**src/inc/smbus_flags_pkg.sv**
```systemverilog
// Purpose: Shared constants and carrier types for the SMBus status flag block.
// Assumes: APB with 32-bit data, one aligned word per register.
// Notes: Offsets are byte addresses.
package smbus_flags_pkg;

    localparam int APB_ADDR_W = 8;
    localparam logic [APB_ADDR_W-1:0] CTRL_OFFSET = 8'h00;
    localparam logic [APB_ADDR_W-1:0] STATUS_OFFSET = 8'h04;

    // Control register bit positions.
    localparam int CTRL_HW_ACK_BIT = 0;
    localparam int CTRL_START_REQ_BIT = 1;
    localparam int CTRL_ACK_OUT_BIT = 2;
    localparam logic [2:0] CTRL_RESET = 3'h0;

    // Status register bit positions.
    localparam int ST_START_BIT = 0;
    localparam int ST_STOP_BIT = 1;
    localparam int ST_ACK_REQ_BIT = 2;
    localparam int ST_ARB_LOST_BIT = 3;
    localparam int ST_ACK_VALUE_BIT = 4;
    localparam int ST_PORT_INT_BIT = 5;
    localparam logic [5:0] STATUS_RESET = 6'h00;

    // Idle bus level used for synchroniser reset.
    localparam logic [1:0] LINE_IDLE = 2'h3;

    // Events and levels from the shift engine, same clock domain.
    typedef struct packed {
        logic master;
        logic slave_addressed;
        logic competing;
        logic stop_pending;
        logic gen_stop_rstart;
        logic gen_rstart;
        logic tx_one;
        logic ack_phase;
        logic bit_sample;
        logic ack_sample;
        logic ack_end;
        logic addr_received;
        logic byte_received;
        logic byte_sent_acked;
        logic start_generated;
    } engine_ev_t;

    // Bus conditions seen on the synchronised lines.
    typedef struct packed {
        logic scl;
        logic sda;
        logic start_seen;
        logic stop_seen;
    } bus_cond_t;

    typedef struct packed {
        logic start_flag;
        logic stop_flag;
        logic ack_request_flag;
        logic arbitration_lost_flag;
        logic ack_value_flag;
        logic port_interrupt_flag;
    } flags_t;

endpackage
```
**src/hdl/bus_condition_detect.sv**
```systemverilog
// Purpose: Detects START and STOP conditions on synchronised lines.
// Assumes: Inputs already pass two flip-flops.
// Notes: Outputs are registered one-cycle pulses and delayed levels.
`timescale 1ns/1ps
module bus_condition_detect
    import smbus_flags_pkg::*;
(
    input wire logic clk_i,
    input wire logic rst_n_i,
    input wire logic scl_i,
    input wire logic sda_i,
    output bus_cond_t cond_o
);

    logic prev_sda;

    always_ff @(posedge clk_i) begin
        if (!rst_n_i) begin
            prev_sda <= 1'b1;
            cond_o <= '{scl: 1'b1, sda: 1'b1, start_seen: 1'b0, stop_seen: 1'b0};
        end else begin
            prev_sda <= sda_i;
            cond_o.scl <= scl_i;
            cond_o.sda <= sda_i;
            // Data falling while the clock is high is a START, rising is a STOP.
            cond_o.start_seen <= scl_i & prev_sda & ~sda_i;
            cond_o.stop_seen <= scl_i & ~prev_sda & sda_i;
        end
    end

endmodule

```
**src/hdl/line_sync.sv**
```systemverilog
// Purpose: Two-stage synchroniser for the serial clock and data lines.
// Assumes: Lines are asynchronous to the core clock.
// Notes: The first stage is read only by the second.
`timescale 1ns/1ps
module line_sync
    import smbus_flags_pkg::*;
#(
    parameter int WIDTH = 2
) (
    input wire logic clk_i,
    input wire logic rst_n_i,
    input wire logic [WIDTH-1:0] async_i,
    output logic [WIDTH-1:0] sync_o
);

    logic [WIDTH-1:0] stage1;

    // Reset to idle-high so no false START or STOP appears at release.
    always_ff @(posedge clk_i) begin
        if (!rst_n_i) begin
            stage1 <= WIDTH'(LINE_IDLE);
            sync_o <= WIDTH'(LINE_IDLE);
        end else begin
            stage1 <= async_i;
            sync_o <= stage1;
        end
    end

endmodule

```
**src/hdl/smbus_status_flags.sv**
```systemverilog
// Purpose: Status flag set and clear logic of an SMBus port, with APB access.
// Assumes: Shift engine events arrive on the core clock; lines are async.
// Notes: Status flags other than the acknowledge value and the ack request are write-one-to-clear.
//
// Functional notes
// - Stop flag on STOP while slave addressed.
// - Stop flag when queued master STOP happens.
// - STOP while competing means arbitration lost.
// - Ack request after byte, no hardware ack.
// - Arbitration lost on unwanted repeated START.
// - Arbitration lost: clock low during STOP/restart.
// - Arbitration lost: data low sending one.
// - Ack flag set when ack bit low.
// - Interrupt on START generated or arbitration lost.
// - Interrupt after byte sent and ack sampled.
// - Interrupt after every received byte.
// - Start flag on START plus address byte.
// - Ack request cleared after ack period.
//
// The register addresses and register access over APB were left to the implementer.
`timescale 1ns/1ps
module smbus_status_flags
    import smbus_flags_pkg::*;
(
    input wire logic CORE_CLK_I,
    input wire logic RST_N_I,
    input wire logic PSEL_I,
    input wire logic PENABLE_I,
    input wire logic PWRITE_I,
    input wire logic [APB_ADDR_W-1:0] PADDR_I,
    input wire logic [31:0] PWDATA_I,
    input wire logic [3:0] PSTRB_I,
    output logic [31:0] PRDATA_O,
    output logic PREADY_O,
    output logic PSLVERR_O,
    input wire logic SCL_I,
    input wire logic SDA_I,
    input wire engine_ev_t ENGINE_I,
    output flags_t FLAGS_O,
    output logic HW_ACK_EN_O,
    output logic START_REQ_O,
    output logic ACK_OUT_O
);

    ////////////////////////////////////////////////////////////////////////////

    logic [1:0] lines_sync;
    bus_cond_t cond;

    // Bus lines pass two flip-flops before any detection.
    line_sync #(
        .WIDTH(2)
    ) i_line_sync (
        .clk_i(CORE_CLK_I),
        .rst_n_i(RST_N_I),
        .async_i({SCL_I, SDA_I}),
        .sync_o(lines_sync)
    );

    bus_condition_detect i_bus_condition_detect (
        .clk_i(CORE_CLK_I),
        .rst_n_i(RST_N_I),
        .scl_i(lines_sync[1]),
        .sda_i(lines_sync[0]),
        .cond_o(cond)
    );

    ////////////////////////////////////////////////////////////////////////////

    function automatic logic hit(input logic [APB_ADDR_W-1:0] addr,
                                 input logic [APB_ADDR_W-1:0] offset);
        hit = (addr == offset);
    endfunction

    logic apb_done;
    logic wr_ctrl;
    logic wr_status;
    logic [5:0] clear_mask;

    // The slave inserts one wait cycle, so every access phase is two cycles.
    assign apb_done = PSEL_I & PENABLE_I & PREADY_O;
    assign wr_ctrl = apb_done & PWRITE_I & PSTRB_I[0] & hit(PADDR_I, CTRL_OFFSET);
    assign wr_status = apb_done & PWRITE_I & PSTRB_I[0] & hit(PADDR_I, STATUS_OFFSET);
    assign clear_mask = wr_status ? PWDATA_I[5:0] : 6'h00;

    always_ff @(posedge CORE_CLK_I) begin
        if (!RST_N_I) begin
            PREADY_O <= 1'b0;
        end else begin
            PREADY_O <= PSEL_I & PENABLE_I & ~PREADY_O;
        end
    end

    always_ff @(posedge CORE_CLK_I) begin
        if (!RST_N_I) begin
            PRDATA_O <= 32'h0000_0000;
            PSLVERR_O <= 1'b0;
        end else if (PSEL_I & PENABLE_I & ~PREADY_O) begin
            PRDATA_O <= 32'h0000_0000;
            PSLVERR_O <= ~(hit(PADDR_I, CTRL_OFFSET) | hit(PADDR_I, STATUS_OFFSET));
            if (!PWRITE_I && hit(PADDR_I, CTRL_OFFSET)) begin
                PRDATA_O[CTRL_HW_ACK_BIT] <= HW_ACK_EN_O;
                PRDATA_O[CTRL_START_REQ_BIT] <= START_REQ_O;
                PRDATA_O[CTRL_ACK_OUT_BIT] <= ACK_OUT_O;
            end
            if (!PWRITE_I && hit(PADDR_I, STATUS_OFFSET)) begin
                PRDATA_O[ST_START_BIT] <= FLAGS_O.start_flag;
                PRDATA_O[ST_STOP_BIT] <= FLAGS_O.stop_flag;
                PRDATA_O[ST_ACK_REQ_BIT] <= FLAGS_O.ack_request_flag;
                PRDATA_O[ST_ARB_LOST_BIT] <= FLAGS_O.arbitration_lost_flag;
                PRDATA_O[ST_ACK_VALUE_BIT] <= FLAGS_O.ack_value_flag;
                PRDATA_O[ST_PORT_INT_BIT] <= FLAGS_O.port_interrupt_flag;
            end
        end else begin
            PSLVERR_O <= 1'b0;
        end
    end

    always_ff @(posedge CORE_CLK_I) begin
        if (!RST_N_I) begin
            HW_ACK_EN_O <= CTRL_RESET[CTRL_HW_ACK_BIT];
            START_REQ_O <= CTRL_RESET[CTRL_START_REQ_BIT];
            ACK_OUT_O <= CTRL_RESET[CTRL_ACK_OUT_BIT];
        end else if (wr_ctrl) begin
            HW_ACK_EN_O <= PWDATA_I[CTRL_HW_ACK_BIT];
            START_REQ_O <= PWDATA_I[CTRL_START_REQ_BIT];
            ACK_OUT_O <= PWDATA_I[CTRL_ACK_OUT_BIT];
        end
    end

    ////////////////////////////////////////////////////////////////////////////

    logic set_stop;
    logic set_arb;
    logic set_int;
    logic set_ack_req;
    logic set_start;
    logic start_armed;

    // Slave STOP, or the master's own queued STOP reaching the bus.
    assign set_stop = cond.stop_seen & ((ENGINE_I.slave_addressed & ~ENGINE_I.master)
        | (ENGINE_I.master & ENGINE_I.stop_pending));

    assign set_arb = (cond.stop_seen & ENGINE_I.competing)
        | (cond.start_seen & ENGINE_I.master & ~START_REQ_O & ~ENGINE_I.gen_rstart)
        | (ENGINE_I.gen_stop_rstart & ~cond.scl)
        | (ENGINE_I.bit_sample & ENGINE_I.tx_one & ~ENGINE_I.ack_phase & ~cond.sda);

    assign set_int = ENGINE_I.start_generated | set_arb
        | ENGINE_I.byte_sent_acked
        | ENGINE_I.byte_received;

    assign set_ack_req = ENGINE_I.byte_received & ~HW_ACK_EN_O;

    // An address byte only counts when a START opened the frame.
    assign set_start = ENGINE_I.addr_received & start_armed;

    always_ff @(posedge CORE_CLK_I) begin
        if (!RST_N_I) begin
            start_armed <= 1'b0;
        end else if (cond.start_seen) begin
            start_armed <= 1'b1;
        end else if (ENGINE_I.addr_received | cond.stop_seen) begin
            start_armed <= 1'b0;
        end
    end

    // In every flag below a set in the same cycle as a clear wins.
    always_ff @(posedge CORE_CLK_I) begin
        if (!RST_N_I) begin
            FLAGS_O.start_flag <= STATUS_RESET[ST_START_BIT];
        end else if (set_start) begin
            FLAGS_O.start_flag <= 1'b1;
        end else if (clear_mask[ST_START_BIT]) begin
            FLAGS_O.start_flag <= 1'b0;
        end
    end

    always_ff @(posedge CORE_CLK_I) begin
        if (!RST_N_I) begin
            FLAGS_O.stop_flag <= STATUS_RESET[ST_STOP_BIT];
        end else if (set_stop) begin
            FLAGS_O.stop_flag <= 1'b1;
        end else if (clear_mask[ST_STOP_BIT]) begin
            FLAGS_O.stop_flag <= 1'b0;
        end
    end

    always_ff @(posedge CORE_CLK_I) begin
        if (!RST_N_I) begin
            FLAGS_O.ack_request_flag <= STATUS_RESET[ST_ACK_REQ_BIT];
        end else if (set_ack_req) begin
            FLAGS_O.ack_request_flag <= 1'b1;
        end else if (ENGINE_I.ack_end) begin
            FLAGS_O.ack_request_flag <= 1'b0;
        end
    end

    always_ff @(posedge CORE_CLK_I) begin
        if (!RST_N_I) begin
            FLAGS_O.arbitration_lost_flag <= STATUS_RESET[ST_ARB_LOST_BIT];
        end else if (set_arb) begin
            FLAGS_O.arbitration_lost_flag <= 1'b1;
        end else if (clear_mask[ST_ARB_LOST_BIT]) begin
            FLAGS_O.arbitration_lost_flag <= 1'b0;
        end
    end

    // Low data in the acknowledge slot is a positive acknowledge.
    always_ff @(posedge CORE_CLK_I) begin
        if (!RST_N_I) begin
            FLAGS_O.ack_value_flag <= STATUS_RESET[ST_ACK_VALUE_BIT];
        end else if (ENGINE_I.ack_sample) begin
            FLAGS_O.ack_value_flag <= ~cond.sda;
        end
    end

    // Hardware never clears the interrupt flag; only a status write does.
    always_ff @(posedge CORE_CLK_I) begin
        if (!RST_N_I) begin
            FLAGS_O.port_interrupt_flag <= STATUS_RESET[ST_PORT_INT_BIT];
        end else if (set_int) begin
            FLAGS_O.port_interrupt_flag <= 1'b1;
        end else if (clear_mask[ST_PORT_INT_BIT]) begin
            FLAGS_O.port_interrupt_flag <= 1'b0;
        end
    end

endmodule

```
**config.mk**
```make
export PLATFORM = sky130hd
export DESIGN_NAME = smbus_status_flags
export DESIGN_NICKNAME = d
export VERILOG_FILES = /design/src/inc/smbus_flags_pkg.sv /design/src/hdl/bus_condition_detect.sv /design/src/hdl/line_sync.sv /design/src/hdl/smbus_status_flags.sv
export SDC_FILE = /design/constraint.sdc
export NUM_CORES = 1
export LEC_CHECK = 0
export ABC_AREA = 1
export BUFFER_PORTS_ARGS = -buffer_cell sky130_fd_sc_hd__clkbuf_2
export CORE_MARGIN = 2
export CORE_UTILIZATION = 41
export DETAILED_ROUTE_END_ITERATION = 12
export PLACE_DENSITY_LB_ADDON = 0.3
export SLEW_MARGIN = 15
export SYNTH_ARGS = -nofsm -noshare
export SYNTH_HDL_FRONTEND = slang
export SYNTH_HIERARCHICAL = 1
export SYNTH_SLANG_ARGS = --single-unit
```
**constraint.sdc**
```tcl
create_clock -name CORE_CLK_I -period 2.03 [get_ports CORE_CLK_I]
set_clock_uncertainty 0.2 [all_clocks]
set_input_delay 0 -clock CORE_CLK_I [delete_from_list [all_inputs] [get_ports CORE_CLK_I]]
set_output_delay 0 -clock CORE_CLK_I [all_outputs]
set_load 0.03 [all_outputs]
```
After elaboration in Yosys (flattened, before gate mapping):

Cells that the tools add are included.

* register bits after elaboration: 26
* input port bits: 66
* output and inout bits: 43

* equal/unequal tests: 1
* muxes and demuxes: 15
* bitwise logic cells: 43
* reduce and logical (&&, ||, !) cells: 11

Operator list (number)
* $and 1x1->1: 24
* $mux 1: 12
* $mux 6: 2
* $reduce_bool 2->1: 6
* $not 1->1: 10
* $or 1x1->1: 9
* $eq 8x3->1 const B: 1
* $logic_not 8->1: 1
* $mux 3: 1
* $logic_and 1x1->1: 2
* $reduce_and 2->1: 1
* $logic_not 1->1: 1

Longest topological paths before layout:

* depth in word-level cells: 10
* gate-level depth with buffers: 9
* gate-level depth less buffers: 8

Hierarchy:

Netlist, hierarchy kept.

By module, submodules not included
* smbus_status_flags: instances 1, cells each 148, area each 1051.0 um^2, sequential area each 360.3 um^2
* bus_condition_detect: instances 1, cells each 14, area each 123.9 um^2, sequential area each 80.1 um^2
* line_sync: instances 1, cells each 12, area each 110.1 um^2, sequential area each 80.1 um^2

Worst setup path before layout:

OpenSTA, ideal clock, no wires.

* path kind: flip-flop to flip-flop
* start point: register PREADY_O
* end point: register START_REQ_O
* library setup time: 0.132 ns
* arrival time: 1.104 ns
* slack: 0.594 ns
* cell stages (with the launch flop): 6
* path buffers: 0
* period minus slack after synthesis: 1.436 ns
* cells stage by stage: dfxtp_1 -> nand3_1 -> nor2_4 -> nand2_1 -> nand2_1 -> a21oi_1

* longest elaborated chain between the ends: 4

RTL lines
* start, declared: line smbus_status_flags.sv:34 `output logic PREADY_O,`
* start signal, assigned: line smbus_status_flags.sv:90 `PREADY_O <= PSEL_I & PENABLE_I & ~PREADY_O;`
* $and 1x1->1: line smbus_status_flags.sv:81 `assign apb_done = PSEL_I & PENABLE_I & PREADY_O;`
* $and 1x1->1 (3 in a row): line smbus_status_flags.sv:82 `assign wr_ctrl = apb_done & PWRITE_I & PSTRB_I[0] & hit(PADDR_I, CTRL_OFFSET);`
* end signal, assigned: line smbus_status_flags.sv:122 `START_REQ_O <= CTRL_RESET[CTRL_START_REQ_BIT];`
* end signal, assigned: line smbus_status_flags.sv:126 `START_REQ_O <= PWDATA_I[CTRL_START_REQ_BIT];`
* end, declared: line smbus_status_flags.sv:41 `output logic START_REQ_O,`

Every way passes these cells.
A chain may end at the register's enable or synchronous reset.

Worst setup path after layout:

* start point: input port PADDR_I[0]
* end point: register PRDATA_O[3]

* longest elaborated chain between the ends: 3

RTL lines
* start, declared: line smbus_status_flags.sv:30 `input wire logic [APB_ADDR_W-1:0] PADDR_I,`
* $eq 8x3->1: line smbus_status_flags.sv:72 `hit = (addr == offset);`
* $logic_and 1x1->1: line smbus_status_flags.sv:106 `if (!PWRITE_I && hit(PADDR_I, STATUS_OFFSET)) begin`
* $mux 6: line smbus_status_flags.sv:106
* end signal, assigned by index: line smbus_status_flags.sv:107 `PRDATA_O[ST_START_BIT] <= FLAGS_O.start_flag;`
* end signal, assigned by index: line smbus_status_flags.sv:108 `PRDATA_O[ST_STOP_BIT] <= FLAGS_O.stop_flag;`
* end signal, assigned by index: line smbus_status_flags.sv:109 `PRDATA_O[ST_ACK_REQ_BIT] <= FLAGS_O.ack_request_flag;`
* end, declared: line smbus_status_flags.sv:33 `output logic [31:0] PRDATA_O,`

Every way passes these cells.

==> metrics.md <==
| Metric | Value |
|---|---|
| Nets | 328 |
| Overflow left after global routing | 0 |
| CTS H-tree lvls | 1 |
| Clock Path Buffers | 2 |
| Synth Area in Simple Gates | 0.283 |
| Area contributors post-synth | dfxtp_1 41%, buf_4 16%, nand3_1 9.0% |
| Hold WC Path Type | primary input to flop |
| Pwr/cell area | just over 600 nW/um2 |
| Area delta synth->final | 46.1% |
| Worst EP arrival | 1.92 ns |
| DRT iter0 DRCs | 20 |
| Synth Area in Compound Gates | 0.0769 |
| Leading area contributor after synthesis | dfxtp_1 |
| Syn avg cell area | 7.38 um2 |
| Outcome | finished clean |
| Full die area | 3600 um2 |
| Reg2reg end | ACK_OUT_O |
| CTS tree | done |
| DR vias | 1286 |
| Rows | 20 |
| Clock transition at the registers of the reported paths | 0.13 ns |
| Synth warn | 6 |
| Num Clock Sinks | 26 |
| Worst setup startpoint | PADDR_I[0] |
| Top cell type's share of synthesized area | 0.405 |
| Die X | 60.0 um |
| R2R Setup Slk | 0.19 ns |
| Cell variety after synth | 20 |
| Diode count | 0 |
| IO Pins | 109 |
| Worst vdd ir | 0.000446 V |
| Initial antenna violation count | 0 |
| Post-route ant nets | 0 |
| XOR/XNOR Fraction of Synth Area | 0 |
| Worst setup margin | 0.158 ns |
| CP Launch Type | primary input |
| Die height | 60.0 um |
| Largest family of logic cells by synthesized area | simple AND/OR/NAND/NOR gates |
| Wire per inst | 9.30 um |
| RSZ-0062 raised after global routing | no |
| Multiplexer share of the synthesized area | 0 |
| Max Freq | 0.534 GHz |
| Clk_lat worst skew | just over 0.3 ns |
| Hold-critical path depth | 8 |
| Root Driver | clkbuf_4 |
| Num CTS Buffers | 3 |
| First-pass GRT wire length | 4550 um |
| Total track usage | 0.165 |
| Final Power | between 1 and 1.5 mW |
| Netlist Area Pre-Place | 1280 um2 |
| Share of layout cells above drive strength 1 | 0.264 |
| Hold_sp | PADDR_I[1] |
| Sequential cell area fraction in the yosys report | 0.405 |
| Vias in the first global route | roughly 1200 |
| Initial Util | 0.424 |
| Area after DPL | approximately 1500 um2 |
| Core area | a little over 3000 um2 |
| Final cycle utilization of the critical path | 0.922 |
| Hold endpoint | PRDATA_O[2] |
| Fin. max-slew vios | 0 |
| CP max FO | 10 |
| Setup-failing EPs final | 0 |
| Finished Cell Area | between 1500 and 2000 um2 |
| Worst Path Required | 2.08 ns |
| Crit Path Class | primary input to flop |
| Worst R2R Start | PREADY_O |
| DP Wirelength | between 1500 and 2000 um |
| Final TNS setup | 0 ns |
| Reg2Reg Depth | 5 |
| Buffers added on ports | 52 |
| Post-place setup slack | 0.733 ns |
| Cells after Synth | 174 |
| Endpoints failing hold | 0 |
| Gpl congestion | 0.756 |
| Via density | 4.22 |
| Largest net degree at the start of global routing | 16 |
| Post-Synth Adder-Cell Area | 0 |
| CP endpoint kind | flop |
| Routed WL | about 2800 um |
| Synthesized flop and latch total | 26 |
| Max-cap violation count | 0 |
| Residual DRC count | 0 |
| Leakage | about 0.93 nW |
| First-pass detailed-route iteration total | 4 |
| Post-layout minimum cycle time | 1.87 ns |
==> layout make-up <==
cell class	instances	area, um2
Timing Repair Buffer	88	613
Multi-Input combinational cell	123	561
Inverter	20	75.1
Sequential cell	26	520
Clock inverter	1	30.0
Clock buffer	3	22.5
Fill cell	273	1150
Tap cell	44	55.1
==> layer usage <==
| metal | GRT usage | wire length [um] |
|---|---|---|
| met1 | 0.195 | 1240 |
| met4 | 0.0476 | 15 |
| met3 | 0.0303 | 188 |
| met2 | 0.300 | 1400 |
| met5 | 0 | 0 |
==> critical path, stage by stage <==
cell           delay (ns)
dlygate4sd3_1        0.54
clkbuf_2             0.10
nor2_1               0.12
nand2_1              0.10
nor2_4               0.21
dlygate4sd3_1        0.64
nand3_1              0.08
a21oi_1              0.13
==> flip-flops by register name, summed over array words and instances (netlist names) <==
signal and cells:
FLAGS_O 6, PRDATA_O 6, i_bus_condition_detect/cond_o 4, i_line_sync/stage1 2, i_line_sync/sync_o 2, ACK_OUT_O 1, HW_ACK_EN_O 1, PREADY_O 1
PSLVERR_O 1, START_REQ_O 1, start_armed 1
==> repair_timing <==
item                                    4_1_cts  5_1_grt
endpoints found under the hold margin        26        0
resized for setup                             0        0
endpoints found under the setup margin        0        1
hold buffers                                 33        0
setup buffers                                 0        3
==> through the flow <==
stage                util  hold WS, ns  instances
detailed placement  0.486      -0.0232        265
global placement    0.486      -0.0264        265
finish              0.620       0.0107        305
global route        0.620       0.0423        305
floorplan               -       -0.131        199
CTS                 0.612       0.0124        302
==> cell usage after synthesis <==
| cell type | instances |
|---|---|
| a21oi_1 | 12 |
| clkbuf_1 | 1 |
| buf_6 | 1 |
| nand2_1 | 25 |
| o22ai_1 | 1 |
| nand2_2 | 3 |
| buf_4 | 27 |
| inv_2 | 2 |
| o21ai_1 | 3 |
| buf_2 | 1 |
| conb_1 | 1 |
| inv_1 | 18 |
| nor2_1 | 21 |
| dfxtp_1 | 26 |
| o21a_1 | 1 |
| nor2_2 | 1 |
| nor4_1 | 1 |
| o21ai_0 | 2 |
| nor2_4 | 4 |
| nand3_1 | 23 |
==> how the worst max path moves through the flow <==
stage                             end  slack (ns)  depth (start not counted)
after floorplan           START_REQ_O        0.59                          5
after global placement    START_REQ_O        0.74                          5
after detailed placement  START_REQ_O        0.73                          5
after CTS                   PSLVERR_O        0.11                          7
after global routing        ACK_OUT_O        0.07                          5
final                     PRDATA_O[3]        0.16                          8
==> layout by cell type (no fill, tap or decap) <==
cell	Yosys	final
conb_1	1	26
inv_2	2	2
o21ai_0	2	2
buf_4	27	3
o21ai_1	3	3
inv_1	18	18
dlygate4sd3_1	0	33
nor2_4	4	4
o21a_1	1	1
nand3_1	23	23
nand2_1	25	25
o22ai_1	1	1
clkbuf_4	0	3
clkbuf_2	0	52
dfxtp_1	26	26
nor2_2	1	1
nor2_1	21	21
bufinv_16	0	1
nor4_1	1	1
nand2_2	3	3
a21oi_1	12	12
==> cells by family (layout without fill, tap and decap cells) <==
| kind of cell | count (synthesis) | after routing |
|---|---|---|
| other cells | 1 | 26 |
| flops | 26 | 26 |
| compound gates | 19 | 19 |
| simple gates | 78 | 78 |
| buf+inv | 50 | 112 |
==> where the power goes <==
| group | internal (mW) | switching, mW | total [mW] |
|---|---|---|---|
| combinational | 0.0888 | 0.155 | 0.244 |
| clock | 0.199 | 0.147 | 0.346 |
| sequential | 0.532 | 0.0118 | 0.543 |
| total | 0.820 | 0.314 | 1.13 |
Power figures use the tool's default switching activity.
